## config.mk

```make
export PLATFORM = sky130hd
export DESIGN_NAME = wit_timer
export DESIGN_NICKNAME = d
export VERILOG_FILES = /design/src/hdl/wit_pkg.sv /design/src/hdl/wit_timer.sv
export SDC_FILE = /design/constraint.sdc
export NUM_CORES = 1
export LEC_CHECK = 0
export BUFFER_PORTS_ARGS = -buffer_cell sky130_fd_sc_hd__buf_2
export CORE_ASPECT_RATIO = 1.5
export CORE_MARGIN = 3
export CORE_UTILIZATION = 40
export DETAILED_ROUTE_END_ITERATION = 8
export PLACE_DENSITY = 0.7
export SYNTH_ARGS = -nofsm -noshare
export SYNTH_HDL_FRONTEND = slang
export SYNTH_SLANG_ARGS = --single-unit
```

## constraint.sdc

```tcl
create_clock -name i_clk_sys -period 3.4 [get_ports i_clk_sys]
set_clock_uncertainty 0.2 [all_clocks]
set_input_delay 0.34 -clock i_clk_sys [delete_from_list [all_inputs] [get_ports i_clk_sys]]
set_output_delay 0.34 -clock i_clk_sys [all_outputs]
set_load 0.005 [all_outputs]
```

## src/hdl/wit_pkg.sv

```systemverilog
// Constants, register map and state types of the watch interval timer
package wit_pkg;
    // ==========================================================
    // Widths
    // ==========================================================
    localparam int ADDR_W = 16;
    localparam int DATA_W = 8;
    localparam int DIV_W = 11;
    localparam int PRE_W = 9;
    localparam int CNT_W = 5;

    // ==========================================================
    // Register map
    // ==========================================================
    localparam logic [ADDR_W-1:0] MODE_ADDR = 16'hff41;
    localparam logic [ADDR_W-1:0] STAT_ADDR = 16'hff50;
    localparam logic [ADDR_W-1:0] MASK_ADDR = 16'hff51;
    localparam logic [DATA_W-1:0] MODE_RESET = 8'h00;
    localparam logic [DATA_W-1:0] MODE_WMASK = 8'hfb;
    localparam logic [1:0] STAT_RESET = 2'h0;
    localparam logic [1:0] MASK_RESET = 2'h0;

    // ==========================================================
    // Mode register fields
    // ==========================================================
    localparam int CLK_SEL_BIT = 7;
    localparam int IVL_MSB = 6;
    localparam int IVL_LSB = 4;
    localparam int FAST_BIT = 3;
    localparam int ZERO_BIT = 2;
    localparam int CNT_RUN_BIT = 1;
    localparam int PRE_RUN_BIT = 0;

    // Status and mask bits
    localparam int EV_WATCH_BIT = 0;
    localparam int EV_IVL_BIT = 1;

    // ==========================================================
    // Divide ratios as powers of two
    // ==========================================================
    localparam int DIV_FAST_LOG = 7;
    localparam int DIV_SLOW_LOG = 11;
    localparam logic [3:0] IVL_BASE_LOG = 4'h4;
    localparam logic [2:0] IVL_MAX_CODE = 3'h5;
    localparam int FEED_LOG = 5;

    // ==========================================================
    // Carriers
    // ==========================================================
    typedef struct packed {
        logic [ADDR_W-1:0] addr;
        logic [DATA_W-1:0] wdata;
        logic wr;
        logic rd;
        logic bit_wr;
        logic [2:0] bit_sel;
        logic bit_val;
    } wit_bus_req_t;

    typedef struct packed {
        logic [DATA_W-1:0] mode;
        logic [DIV_W-1:0] div;
        logic [PRE_W-1:0] pre;
        logic [CNT_W-1:0] cnt;
        logic [1:0] stat;
        logic [1:0] mask;
        logic [DATA_W-1:0] rdata;
        logic watch_p;
        logic ivl_p;
    } wit_state_t;
endpackage

```

## src/hdl/wit_timer.sv

```systemverilog
// Watch timer with interval tap, mode register and interrupt status
// ==========================================================
//
// Chosen here: the address-and-strobe port.
`timescale 1ns/1ns

module wit_timer
#(
    // Widths and divider taps; widths must match the package, taps must fit the divider and prescaler, with the fast tap below the slow one
    parameter int PRE_W = wit_pkg::PRE_W,
    parameter int CNT_W = wit_pkg::CNT_W,
    parameter int DIV_W = wit_pkg::DIV_W,
    parameter int FAST_LOG = wit_pkg::DIV_FAST_LOG,
    parameter int SLOW_LOG = wit_pkg::DIV_SLOW_LOG,
    parameter int FEED_LOG = wit_pkg::FEED_LOG
)
(
    // Clock and reset
    input wire logic i_clk_sys,
    input wire logic i_arst_n,
    // Register port
    input wire wit_pkg::wit_bus_req_t i_req,
    output logic [wit_pkg::DATA_W-1:0] o_rdata,
    // Interrupts
    output logic o_watch_irq,
    output logic o_interval_irq,
    output logic o_irq
);
    // ==========================================================
    // State
    // ==========================================================
    localparam int N_CODES = 2 ** (wit_pkg::IVL_MSB - wit_pkg::IVL_LSB + 1);
    localparam wit_pkg::wit_state_t S_RESET = '{mode: wit_pkg::MODE_RESET, div: '0, pre: '0,
        cnt: '0, stat: wit_pkg::STAT_RESET, mask: wit_pkg::MASK_RESET, rdata: '0,
        watch_p: 1'b0, ivl_p: 1'b0};

    wit_pkg::wit_state_t s_r;
    wit_pkg::wit_state_t s_nxt;

    logic fw_tick;
    logic pre_run;
    logic cnt_run;
    logic [wit_pkg::PRE_W-1:0] pre_inc;
    logic [N_CODES-1:0] tap_hit;
    logic [1:0] pend;
    logic pre_wrap;
    logic ivl_ev;
    logic watch_ev;
    logic [1:0] events;
    logic [1:0] w1c;

    // ==========================================================
    // Elaboration checks
    // ==========================================================
    // The state record is sized by the package, so the widths cannot move on their own
    generate
        if (PRE_W != wit_pkg::PRE_W)
        begin : g_chk_pre
            $error("prescaler width must match the state record");
        end
        if (CNT_W != wit_pkg::CNT_W || CNT_W < 1)
        begin : g_chk_cnt
            $error("counter width must match the state record");
        end
        if (DIV_W != wit_pkg::DIV_W)
        begin : g_chk_div
            $error("divider width must match the state record");
        end
        if (SLOW_LOG < 1 || SLOW_LOG > DIV_W)
        begin : g_chk_slow
            $error("slow watch clock tap lies outside the divider");
        end
        if (FAST_LOG < 1 || FAST_LOG >= SLOW_LOG)
        begin : g_chk_fast
            $error("fast watch clock tap must lie below the slow one");
        end
        if (FEED_LOG < 1 || FEED_LOG > PRE_W)
        begin : g_chk_feed
            $error("fast feed tap lies outside the prescaler");
        end
        if (int'(wit_pkg::IVL_BASE_LOG) + int'(wit_pkg::IVL_MAX_CODE) > PRE_W)
        begin : g_chk_ivl
            $error("longest interval tap lies outside the prescaler");
        end
        if (wit_pkg::CLK_SEL_BIT >= wit_pkg::DATA_W)
        begin : g_chk_mode
            $error("mode fields must fit the data width");
        end
    endgenerate

    // ==========================================================
    // Interval taps, one per select code
    // ==========================================================
    // A fixed tap per code avoids a variable shifter on the prescaler
    for (genvar code = 0; code < N_CODES; code++)
    begin : g_tap
        if (code <= int'(wit_pkg::IVL_MAX_CODE))
        begin : g_legal
            localparam int TAP_LOG = int'(wit_pkg::IVL_BASE_LOG) + code;
            assign tap_hit[code] = (pre_inc[TAP_LOG-1:0] == '0);
        end
        else
        begin : g_banned
            // Prohibited codes never fire
            assign tap_hit[code] = 1'b0;
        end
    end

    // ==========================================================
    // Next state
    // ==========================================================
    always_comb
    begin
        s_nxt = s_r;
        pre_run = s_r.mode[wit_pkg::PRE_RUN_BIT];
        cnt_run = s_r.mode[wit_pkg::CNT_RUN_BIT];

        // Free-running main clock divider, never cleared, so the watch clock phase stays
        s_nxt.div = s_r.div + 1'b1;
        if (s_r.mode[wit_pkg::CLK_SEL_BIT])
        begin
            fw_tick = &s_r.div[SLOW_LOG-1:0];
        end
        else
        begin
            fw_tick = &s_r.div[FAST_LOG-1:0];
        end

        // Prescaler
        pre_inc = s_r.pre + 1'b1;
        pre_wrap = pre_run & fw_tick & (&s_r.pre);
        if (!pre_run)
        begin
            s_nxt.pre = '0;
        end
        else if (fw_tick)
        begin
            s_nxt.pre = pre_inc;
        end

        // Interval tap; prohibited codes never fire
        ivl_ev = pre_run & fw_tick
            & tap_hit[s_r.mode[wit_pkg::IVL_MSB:wit_pkg::IVL_LSB]];

        // 5-bit counter; prescaler is left alone when only the counter is cleared
        if (!cnt_run)
        begin
            s_nxt.cnt = '0;
        end
        else if (pre_wrap)
        begin
            s_nxt.cnt = s_r.cnt + 1'b1;
        end

        if (s_r.mode[wit_pkg::FAST_BIT])
        begin
            watch_ev = cnt_run & pre_run & fw_tick & (pre_inc[FEED_LOG-1:0] == '0);
        end
        else
        begin
            watch_ev = cnt_run & pre_wrap & (&s_r.cnt);
        end

        // One-cycle request pulses, separate per source
        s_nxt.watch_p = watch_ev;
        s_nxt.ivl_p = ivl_ev;
        events = '0;
        events[wit_pkg::EV_WATCH_BIT] = watch_ev;
        events[wit_pkg::EV_IVL_BIT] = ivl_ev;

        // Register writes
        w1c = '0;
        if (i_req.wr)
        begin
            case (i_req.addr)
                wit_pkg::MODE_ADDR:
                begin
                    s_nxt.mode = i_req.wdata & wit_pkg::MODE_WMASK;
                end
                wit_pkg::STAT_ADDR:
                begin
                    w1c = i_req.wdata[1:0];
                end
                wit_pkg::MASK_ADDR:
                begin
                    s_nxt.mask = i_req.wdata[1:0];
                end
                default:
                begin
                end
            endcase
        end
        if (i_req.bit_wr && i_req.addr == wit_pkg::MODE_ADDR
            && i_req.bit_sel != 3'(wit_pkg::ZERO_BIT))
        begin
            s_nxt.mode[i_req.bit_sel] = i_req.bit_val;
        end

        // New event beats a clear in the same cycle
        s_nxt.stat = (s_r.stat & ~w1c) | events;

        // Read data valid only in the cycle after the strobe
        s_nxt.rdata = '0;
        if (i_req.rd)
        begin
            case (i_req.addr)
                wit_pkg::MODE_ADDR:
                begin
                    s_nxt.rdata = s_r.mode;
                end
                wit_pkg::STAT_ADDR:
                begin
                    s_nxt.rdata = {6'h00, s_r.stat};
                end
                wit_pkg::MASK_ADDR:
                begin
                    s_nxt.rdata = {6'h00, s_r.mask};
                end
                default:
                begin
                    s_nxt.rdata = '0;
                end
            endcase
        end
    end

    // ==========================================================
    // Registers
    // ==========================================================
    always_ff @(posedge i_clk_sys or negedge i_arst_n)
    begin
        if (!i_arst_n)
        begin
            s_r <= S_RESET;
        end
        else
        begin
            s_r <= s_nxt;
        end
    end

    // ==========================================================
    // Outputs
    // ==========================================================
    assign o_rdata = s_r.rdata;
    assign o_watch_irq = s_r.watch_p;
    assign o_interval_irq = s_r.ivl_p;
    // One pending flag per event source
    for (genvar ev = 0; ev < $bits(pend); ev++)
    begin : g_pend
        assign pend[ev] = s_r.stat[ev] & s_r.mask[ev];
    end
    assign o_irq = |pend;
endmodule

```

# Word-level counts from Yosys, hierarchy flattened
# Cells that the tools add are included.
classes:
  add_sub_neg: 3
  order_cmp: 3
  eq_ne: 6
  muxes: 18
  bitwise_logic: 13
  n_reduce_logical: 15
op_table:
  columns: ["operator", "count"]
  rows:
  - ["16-bit equality test, second input constant", 3]
  - ["8-bit 2-to-1 mux", 4]
  - ["8-bit one-hot mux with 3 select lines", 1]
  - ["9-bit 2-to-1 mux", 2]
  - ["11-bit by 1-bit adder with 11-bit output, second input constant", 1]
  - ["11-bit AND reduction", 1]
  - ["1-bit AND", 10]
  - ["5-bit 2-to-1 mux", 2]
  - ["9-bit by 1-bit adder with 9-bit output, second input constant", 1]
  - ["9-bit zero test", 1]
  - ["9-bit AND reduction", 1]
  - ["8-bit bitwise mux", 1]
  - ["8-bit zero test", 1]
  - ["3-bit by 4-bit less-than comparator with 1-bit output, second input constant", 2]
  - ["7-bit zero test", 1]
  - ["7-bit AND reduction", 1]
  - ["6-bit zero test", 1]
  - ["5-bit by 1-bit adder with 5-bit output, second input constant", 1]
  - ["5-bit zero test", 1]
  - ["5-bit AND reduction", 1]
  - ["4-bit zero test", 1]
  - ["1-bit 2-to-1 mux", 4]
  - ["2-bit 2-to-1 mux", 2]
  - ["2-bit by 1-bit inequality test with 1-bit output, second input constant", 2]
  - ["other kinds (10)", 12]
totals:
  ff_bits: 47
  in_bits: 33
  out_inout_bits: 11
  wordCells: 67

# Depth between registers and ports, before layout
# Gate-level depths: netlist of run 1.
logic_depth:
  ltp_word: 8
  depth_mapped: 10
  depth_no_buf: 10

# Least setup slack after synthesis of run 1
# No wires, ideal clock.
synth_path:
  path_kind: "register to register"
  from: "reg s_r[19] (netlist bit)"
  to: "reg s_r[17] (netlist bit)"
  setup_ns: 0.067
  t_arrival_ns: 2.147
  required_time_ns: 3.133
  slack_ns: 0.986
  stages_incl_launch_ff: 9
  n_path_buf: 0
  synth_period_minus_slack_ns: 2.414
  cell_sequence: "dfrtp_1 -> ha_1 -> nand4_1 -> nor2_1 -> and3_1 -> ha_1 -> nand3_1 -> or4b_2 -> nand2_1"
synth_between:
  elab_chain_cells: 3
synth_rtl:
  columns: ["item", "line_no", "source"]
  rows:
  - ["from (decl)", "wit_timer.sv:37", "wit_pkg::wit_state_t s_r;"]
  - ["from (signal assigned)", "wit_timer.sv:238", "s_r <= s_nxt;"]
  - ["9-bit AND reduction", "wit_timer.sv:131", "pre_wrap = pre_run & fw_tick & (&s_r.pre);"]
  - ["1-bit AND", "wit_timer.sv:131", null]
  - ["2-bit by 1-bit inequality test with 1-bit output (no source line)", null, null]
# Every way passes these cells.
# A chain may end at the register's enable or synchronous reset.

# Worst setup path after layout of run 1
# Ends and elaborated chain as after synthesis.

==> results.ini, run 1 <==
[die]
die_h_um = 101.4
die_x_um = 69.62
initial_utilization_pct = 41.67
fp.dieArea_sq_mm = 0.007062
core.rowCount = 34
coreArea_sq_mm = 0.005828
ios = 44

[clock_network]
cts_buffer_depth = 2
clk_latency_ns = 0.30
postCtsSetupBuffers = 0
htreeDepth = 2
clk_pin_slew_ns = 0.08
cts_tree = done
clockRootBuffer = clkbuf_8
cts_inserted_buffers = 5
post_cts_resized = 0
cts_hold_buf = 0
cts_sinks = 47

[worst_setup_path]
r2r_slack_ns = 0.77
start_kind = register
r2r_cells = 8
crit_arrival_ns = 2.67
worst_ep_required_time_ns = 3.44
worstSetupStartpoint = s_r[19]
r2r-end = s_r[17]
endpoint = s_r[17]
crit_type = reg -> reg
reg2reg_from = s_r[19]
endpoint_kind = register
crit_fanout = 5

[placed_design]
placed_area_sq_mm = 0.002660
port-buffer-count = 42
dp_hpwl_um = 3388
gp_congestion = 0.8394

[route]
wl_um = 4389
postRouteAntennaNets = 0
drt_iter0_markers = 65
avgViaCountPerCell = 5.045
drc = 0
wire_per_inst_um = 13.18
drt_pass1_iterations = 4
dr_total_vias = 1680

[layout]
post-route-cell-area_sq_mm = 0.002759
syn_to_final_growth_pct = 13.60
final_layout_size_suffix_gt1_share_pct = 26.05
mostFrequentLayoutCell = dfrtp_1
fin_nets = 298
layout_common_cells = dfrtp_1 (47), buf_2 (42), and2_1 (15)
antenna_cells = 0

[sta]
grt_setup_unrepaired = false
tns_ns = 0
relSlewSlack_pct = 32.51
finalCriticalPeriod_ns = 2.633
fmax_mhz = 379.8
finalCritPeriodShare_pct = 77.43
setup_viol = 0
drv_slew = 0
tightest_slew_ns = 1.012
hold_viol = 0

[logic_synthesis]
async_flop_share_pct = 100.0
yosys.area.top_type_share_pct = 48.43
synth_ff_type = dfrtp_1
syn_area_sq_mm = 0.002429
synth_edf_count = 0
synth.net_count = 260
syn_inst = 222
synth_cell_type_count = 44
ys_seq_area_share_pct = 48.43
ys_top_cells_by_area = dfrtp_1 (48%), mux2_2 (5.1%), xnor2_1 (4.3%), and2_1 (3.9%), mux2_1 (3.2%)
syn_avg_cell_area_sq_um = 10.94
yosys.area.top_type = dfrtp_1
ys_warn_count = 0
yosys_register_bits = 47

[global_route]
grt_pass1_vias = 1739
grt_max_degree = 48
grt_pass1_wl_um = 7721
antenna_found_initial = 0
overflow = 0
grt.total_usage_pct = 13.68

[power_and_ir_drop]
p_leak_nw = 1.359
internal_power_uw = 741.6
p_per_area_mw_per_mm2 = 343.7
switching_share_pct = 21.80
power.total_uw = 948.3
peakVddDrop_mv = 0.1622
pwr-share-comb_pct = 4.3
pwr-share-seq_pct = 58.9
clkPwrFrac_pct = 36.8
power.switching_uw = 206.7

[status]
status = finished, final reports clean

[worst_hold_path]
min_path_type = in -> async

[run]
maxCapViolCount = 0

[final cells by class]
type | count | area (sq um)
clock buffer | 6 | 82.58
clock inverter | 2 | 16.27
fill | 548 | 3069
inverter | 4 | 15.01
multi-input combinational | 159 | 1161
sequential | 47 | 1176
tap | 72 | 90.09
timing repair buffer | 43 | 217.7
[registers in the layout, summed over array words and instances (netlist names)]
name and cells:
s_r 35, o_rdata 8, cnt_run 1, o_interval_irq 1
o_watch_irq 1, pre_run 1
[routing by layer]
layer	track usage (%)	share of wire [%]
met1	15.71	40
met4	6.342	2.0
met2	24.04	54
met5	0	0
met3	3.376	3.4
[Yosys cell counts, types with 3 or more instances]
cell / instances
clkbuf_1: 3
nor2b_1: 6
o21ai_0: 7
nor2_1: 14
buf_4: 8
nand2_1: 13
and3_1: 3
nand4_1: 7
xnor2_1: 12
mux2_1: 7
nand2b_1: 4
dfrtp_1: 47
inv_1: 4
and2_1: 15
ha_1: 5
nand3_1: 10
mux2_2: 11
nor3_1: 3
mux2i_1: 4
xor2_1: 8
[power groups by stage]
stage                     clock (mW)  sequential, mW  combinational (mW)
after floorplan                    0           0.570             0.00807
after global placement             0           0.570              0.0414
after detailed placement           0           0.570              0.0422
after CTS                      0.365           0.559              0.0421
after global routing           0.389           0.559              0.0466
final                          0.349           0.558              0.0407
[kinds of logic after synthesis]
family | synth area share (%)
buf+inv | 3.761
fa+ha+maj | 2.576
flops | 48.43
xor+xnor | 7.213
simple gates | 21.69
compound gates | 6.337
mux | 9.995
[worst max-delay path, cell delays in order, from the launching register on]
cell and delay [ns]:
dfrtp_1 0.42, ha_1 0.21, nand4_1 0.17, nor2_1 0.23
and3_1 0.19, ha_1 0.17, nand3_1 0.21, or4b_2 0.69
nand2_1 0.08
[stage by stage]
step	std cells	hold WS (ns)	utilization (%)	worst slack, ns
global placement	325	0.2568	45.64	0.7901
CTS	333	0.04318	47.34	0.7316
detailed placement	325	0.2587	45.64	0.7540
floorplan	222	-0.1556	-	0.9860
global route	333	0.07916	47.34	0.5972
finish	333	0.004244	47.34	0.7673
[how the worst min path moves through the flow]
stage	cells past startpoint	to
after detailed placement	1	s_r[34]
after global routing	1	s_r[38]
after CTS	1	s_r[38]
after floorplan	0	cnt_run
final	1	s_r[38]
after global placement	1	s_r[34]
Power figures use the tool's default switching activity.
==> inputs of run 2 (changes only) <==
--- a/config.mk
+++ b/config.mk
@@ -10,7 +10,7 @@
 export CORE_MARGIN = 3
 export CORE_UTILIZATION = 40
 export DETAILED_ROUTE_END_ITERATION = 8
-export PLACE_DENSITY = 0.7
+export PLACE_DENSITY = 0.72
 export SYNTH_ARGS = -nofsm -noshare
 export SYNTH_HDL_FRONTEND = slang
 export SYNTH_SLANG_ARGS = --single-unit
==> constraint.sdc (replaced) <==
create_clock -name i_clk_sys -period 2.4 [get_ports i_clk_sys]
set_clock_uncertainty 0.2 [all_clocks]
set_input_delay 0.24 -clock i_clk_sys [delete_from_list [all_inputs] [get_ports i_clk_sys]]
set_output_delay 0.24 -clock i_clk_sys [all_outputs]
set_load 0.005 [all_outputs]
==> results.ini, run 2 (synthesis results as in run 1) <==
[die]
core.rowCount = 34
fp.dieArea_sq_mm = 0.007062
die_h_um = 101.4
initial_utilization_pct = 41.67
ios = 44
coreArea_sq_mm = 0.005828
die_x_um = 69.62

[sta]
tns_ns = 0
setup_viol = 0
tightest_slew_ns = 0.5271
finalCriticalPeriod_ns = 2.294
relSlewSlack_pct = 64.86
finalCritPeriodShare_pct = 95.58
grt_setup_unrepaired = true
whs_ns = 0.01751
hold_viol = 0
fmax_mhz = 436.0
drv_slew = 0

[worst_setup_path]
cp_num_buf_inv = 0
crit_type = reg -> reg
endpoint_kind = register
worstPathCellList = ha_2 -> nand4_1 -> nor2_2 -> and3_1 -> ha_1 -> a21oi_1 -> o21ai_0 -> nor4bb_1 -> o31ai_1 -> o21ai_1
slowest_delay_ns = 0.40
crit_family = simple AND/OR/NAND/NOR gates
crit_path_top_delay_cell = dfrtp_1
crit_arrival_ns = 2.32
worst_ep_required_time_ns = 2.43
crit_fanout = 3
start_kind = register

[clock_network]
clockRootBuffer = clkbuf_8
cts_buffer_depth = 2
cts_sinks = 47
cts_tree = done
htreeDepth = 2
clk_latency_ns = 0.30
cts_inserted_buffers = 5
clk_pin_slew_ns = 0.09

[power_and_ir_drop]
clkPwrFrac_pct = 44.0
p_leak_nw = 1.450
peakVddDrop_mv = 0.2312
power.switching_uw = 291.6
p_per_area_mw_per_mm2 = 522.2
switching_share_pct = 19.08
power.total_mw = 1.529
pwr-share-comb_pct = 4.3
internal_power_mw = 1.237
pwr-share-seq_pct = 51.7

[layout]
syn_to_final_growth_pct = 20.56
antenna_cells = 0
fin_nets = 313
mostFrequentLayoutCell = dfrtp_1
layout_common_cells = dfrtp_1 (47), buf_2 (42), and2_1 (15)
largest_reg_flops = 35
final_layout_size_suffix_gt1_share_pct = 29.71
top_register = s_r
post-route-cell-area_sq_mm = 0.002928
final_core_util_pct = 50.24

[global_route]
grt_pass1_vias = 1832
grt_max_degree = 27
overflow = 0
grt.total_usage_pct = 13.79
antenna_found_initial = 0
grt_pass1_wl_um = 7914

[route]
postRouteAntennaNets = 0
avgViaCountPerCell = 5.210
wire_per_inst_um = 14.11
drt_iter0_markers = 82
dr_total_vias = 1813
drc = 0
drt_pass1_iterations = 4
wl_um = 4912

[worst_hold_path]
min_path_type = in -> reg

[placed_design]
port-buffer-count = 42
dp_hpwl_um = 3762
placed_area_sq_mm = 0.002750
gp_congestion = 0.8124

[status]
status = finished, final reports clean

[run]
maxCapViolCount = 0

run 2: metrics by stage:
step,instances,worst slack (ns)
2_1_floorplan,222,0.01126
3_5_place_dp,335,0.07418
3_3_place_gp,335,0.1294
6_report,348,0.1062
4_1_cts,345,0.01357
5_1_grt,348,0.003629
run 2: area by class of cell:
cell class                 instances  area [sq um]
multi-input combinational        159          1166
clock buffer                       6         72.57
tap                               72         90.09
clock inverter                     2         60.06
sequential                        47          1176
inverter                           4         15.01
fill                             517          2900
timing repair buffer              58         347.8
run 2: worst paths after layout:
kind | from | end | slack, ns | cells past startpoint
worst max-delay path | s_r[20] | s_r[13] | 0.11 | 10
worst min-delay path | i_req[8] | s_r[11] | 0.02 | 2
worst max register to register | s_r[20] | s_r[13] | 0.11 | 10
worst min register to register | s_r[34] | s_r[34] | 0.28 | 1
max in group asynchronous | i_arst_n | o_interval_irq | 1.23 | 3
min in group asynchronous | i_arst_n | o_rdata[0] | 0.25 | 2
run 2: routing by layer:
metal  part of all wire [%]  routed length [um]  track usage, %  vias to the layer above
li1                       -                   -               -                      885
met1                     38                1889           14.41                      895
met2                     57                2817           27.57                       28
met3                    2.8                 136           2.185                        5
met4                    1.4                  69           4.867                        0
met5                      0                   0               0                        -
run 2: power groups by stage:
stage	logic [mW]	registers [mW]	clock network (mW)
2_1_floorplan	0.0114	0.807	0
3_3_place_gp	0.0628	0.807	0
3_5_place_dp	0.0645	0.807	0
4_1_cts	0.0672	0.791	0.687
5_1_grt	0.0732	0.791	0.721
6_report	0.0657	0.791	0.672
run 2: what timing repair did:
item / in CTS / in global routing
endpoints found under the setup margin: 0 / 4
hold buffers: 2 / 0
gates resized for setup: 0 / 2
hold endpoints to repair: 22 / 0
setup buffers: 0 / 3
==> inputs of run 3 (changes only) <==
--- a/config.mk
+++ b/config.mk
@@ -8,9 +8,10 @@
 export BUFFER_PORTS_ARGS = -buffer_cell sky130_fd_sc_hd__buf_2
 export CORE_ASPECT_RATIO = 1.5
 export CORE_MARGIN = 3
-export CORE_UTILIZATION = 40
+export CORE_UTILIZATION = 45
+export CTS_CLUSTER_SIZE = 14
 export DETAILED_ROUTE_END_ITERATION = 8
-export PLACE_DENSITY = 0.72
+export PLACE_DENSITY = 0.78
 export SYNTH_ARGS = -nofsm -noshare
 export SYNTH_HDL_FRONTEND = slang
 export SYNTH_SLANG_ARGS = --single-unit
==> results.ini, run 3 (synthesis results as in run 1) <==
[route]
drt_iter0_markers = 42
avgViaCountPerCell = 5.204
drc = 0
wl_um = 4980
wire_per_inst_um = 14.31
dr_total_vias = 1811
drt_pass1_iterations = 4
postRouteAntennaNets = 0

[layout]
final_core_util_pct = 57.61
fin_nets = 317
largest_reg_flops = 35
final_cells = 348
mostFrequentLayoutCell = dfrtp_1
antenna_cells = 0
top_register = s_r
final_layout_size_suffix_gt1_share_pct = 31.79
syn_to_final_growth_pct = 22.51
layout_common_cells = dfrtp_1 (47), buf_2 (42), buf_4 (16)

[global_route]
overflow = 0
grt_max_degree = 29
grt_pass1_vias = 1901
grt_pass1_wl_um = 8238
grt.total_usage_pct = 17.17
antenna_found_initial = 0

[power_and_ir_drop]
p_leak_nw = 1.457
peakVddDrop_mv = 0.2159
p_per_area_mw_per_mm2 = 518.4

[sta]
finalCritPeriodShare_pct = 96.10
grt_setup_unrepaired = true
drv_slew = 0
tightest_slew_ns = 0.6412
setup_viol = 0
hold_viol = 0
fmax_mhz = 433.6
relSlewSlack_pct = 57.25
finalCriticalPeriod_ns = 2.306

[run]
maxCapViolCount = 0

[worst_hold_path]
min_path_type = in -> reg

[clock_network]
cts_inserted_buffers = 5
clockRootBuffer = clkbuf_8
htreeDepth = 2
clk_latency_ns = 0.30
cts_sinks = 47
cts_buffer_depth = 2
cts_tree = done
clk_pin_slew_ns = 0.09

[placed_design]
port-buffer-count = 42
gp_congestion = 0.8264
dp_hpwl_um = 3755
placedCellCount = 333

[worst_setup_path]
endpoint_kind = register
crit_fanout = 3
crit_arrival_ns = 2.34
start_kind = register
worst_ep_required_time_ns = 2.43
crit_type = reg -> reg

[die]
coreArea_sq_mm = 0.005165
die_h_um = 95.98
fp.dieArea_sq_mm = 0.006332
initial_utilization_pct = 47.02
die_x_um = 65.98
ios = 44
core.rowCount = 32

[status]
status = finished, final reports clean

## run 3: area by class of cell
| cell class | instances | area [sq um] |
|---|---|---|
| Clock buffer | 5 | 68.82 |
| Clock inverter | 3 | 67.56 |
| Fill cell | 447 | 2190 |
| Inverter | 4 | 15.01 |
| Multi-Input combinational cell | 159 | 1192 |
| Sequential cell | 47 | 1176 |
| Tap cell | 68 | 85.08 |
| Timing Repair Buffer | 62 | 370.4 |
## run 3: power breakdown
part           internal [mW]  total, mW  switching (mW)
Sequential             0.791      0.791        0.000102
Combinational         0.0309     0.0666          0.0357
Clock                  0.415      0.685           0.270
Total                   1.24       1.54           0.305
## run 3: per-stage QoR
stage                     cell area, sq um  power, mW  setup TNS (ns)  hold slack (ns)  setup slack [ns]
after CTS                             2932      1.558               0          0.05114           0.01380
final                                 2975      1.542               0          0.06047           0.09354
after global placement                2748     0.8679               0          0.08558            0.1415
after floorplan                       2431     0.8187               0          -0.2556           0.01126
after detailed placement              2748     0.8702               0           0.1036           0.07675
after global routing                  2975      1.597         -0.1188          0.06566          -0.06609
## run 3: worst max-delay path: stages, from the launching register on
cell and delay [ns]:
dfrtp_1 0.37, ha_2 0.20, nand4_1 0.12, nor2_2 0.15, and3_4 0.20, ha_4 0.20, a21oi_2 0.11, o21ai_1 0.08
nor4bb_1 0.31, o31ai_1 0.15, o21ai_1 0.16
## run 3: repair_timing
action,CTS,global route
hold endpoints to repair,30,0
gates cloned,0,0
resized for setup,1,6
buffers inserted,1,2
setup endpoints to repair,1,3
pin swaps,2,7
hold buffers,4,0
## run 3: path summary, 6_finish.rpt
| kind | from | end | slack, ns | cells past startpoint |
|---|---|---|---|---|
| min | i_req[0] | s_r[44] | 0.06 | 2 |
| min in group asynchronous | i_arst_n | s_r[19] | 0.28 | 2 |
| max in group asynchronous | i_arst_n | o_watch_irq | 1.12 | 3 |
| max | s_r[19] | s_r[13] | 0.09 | 10 |
| min reg2reg | s_r[34] | s_r[34] | 0.28 | 1 |
| max reg2reg | s_r[19] | s_r[13] | 0.09 | 10 |
## run 3: routing by layer
metal | GRT usage [%] | share of wire (%) | vias to the layer above
li1 | - | - | 887
met1 | 18.34 | 39 | 897
met2 | 31.55 | 56 | 19
met3 | 3.855 | 2.7 | 8
met4 | 7.966 | 2.2 | 0
met5 | 0 | 0 | -
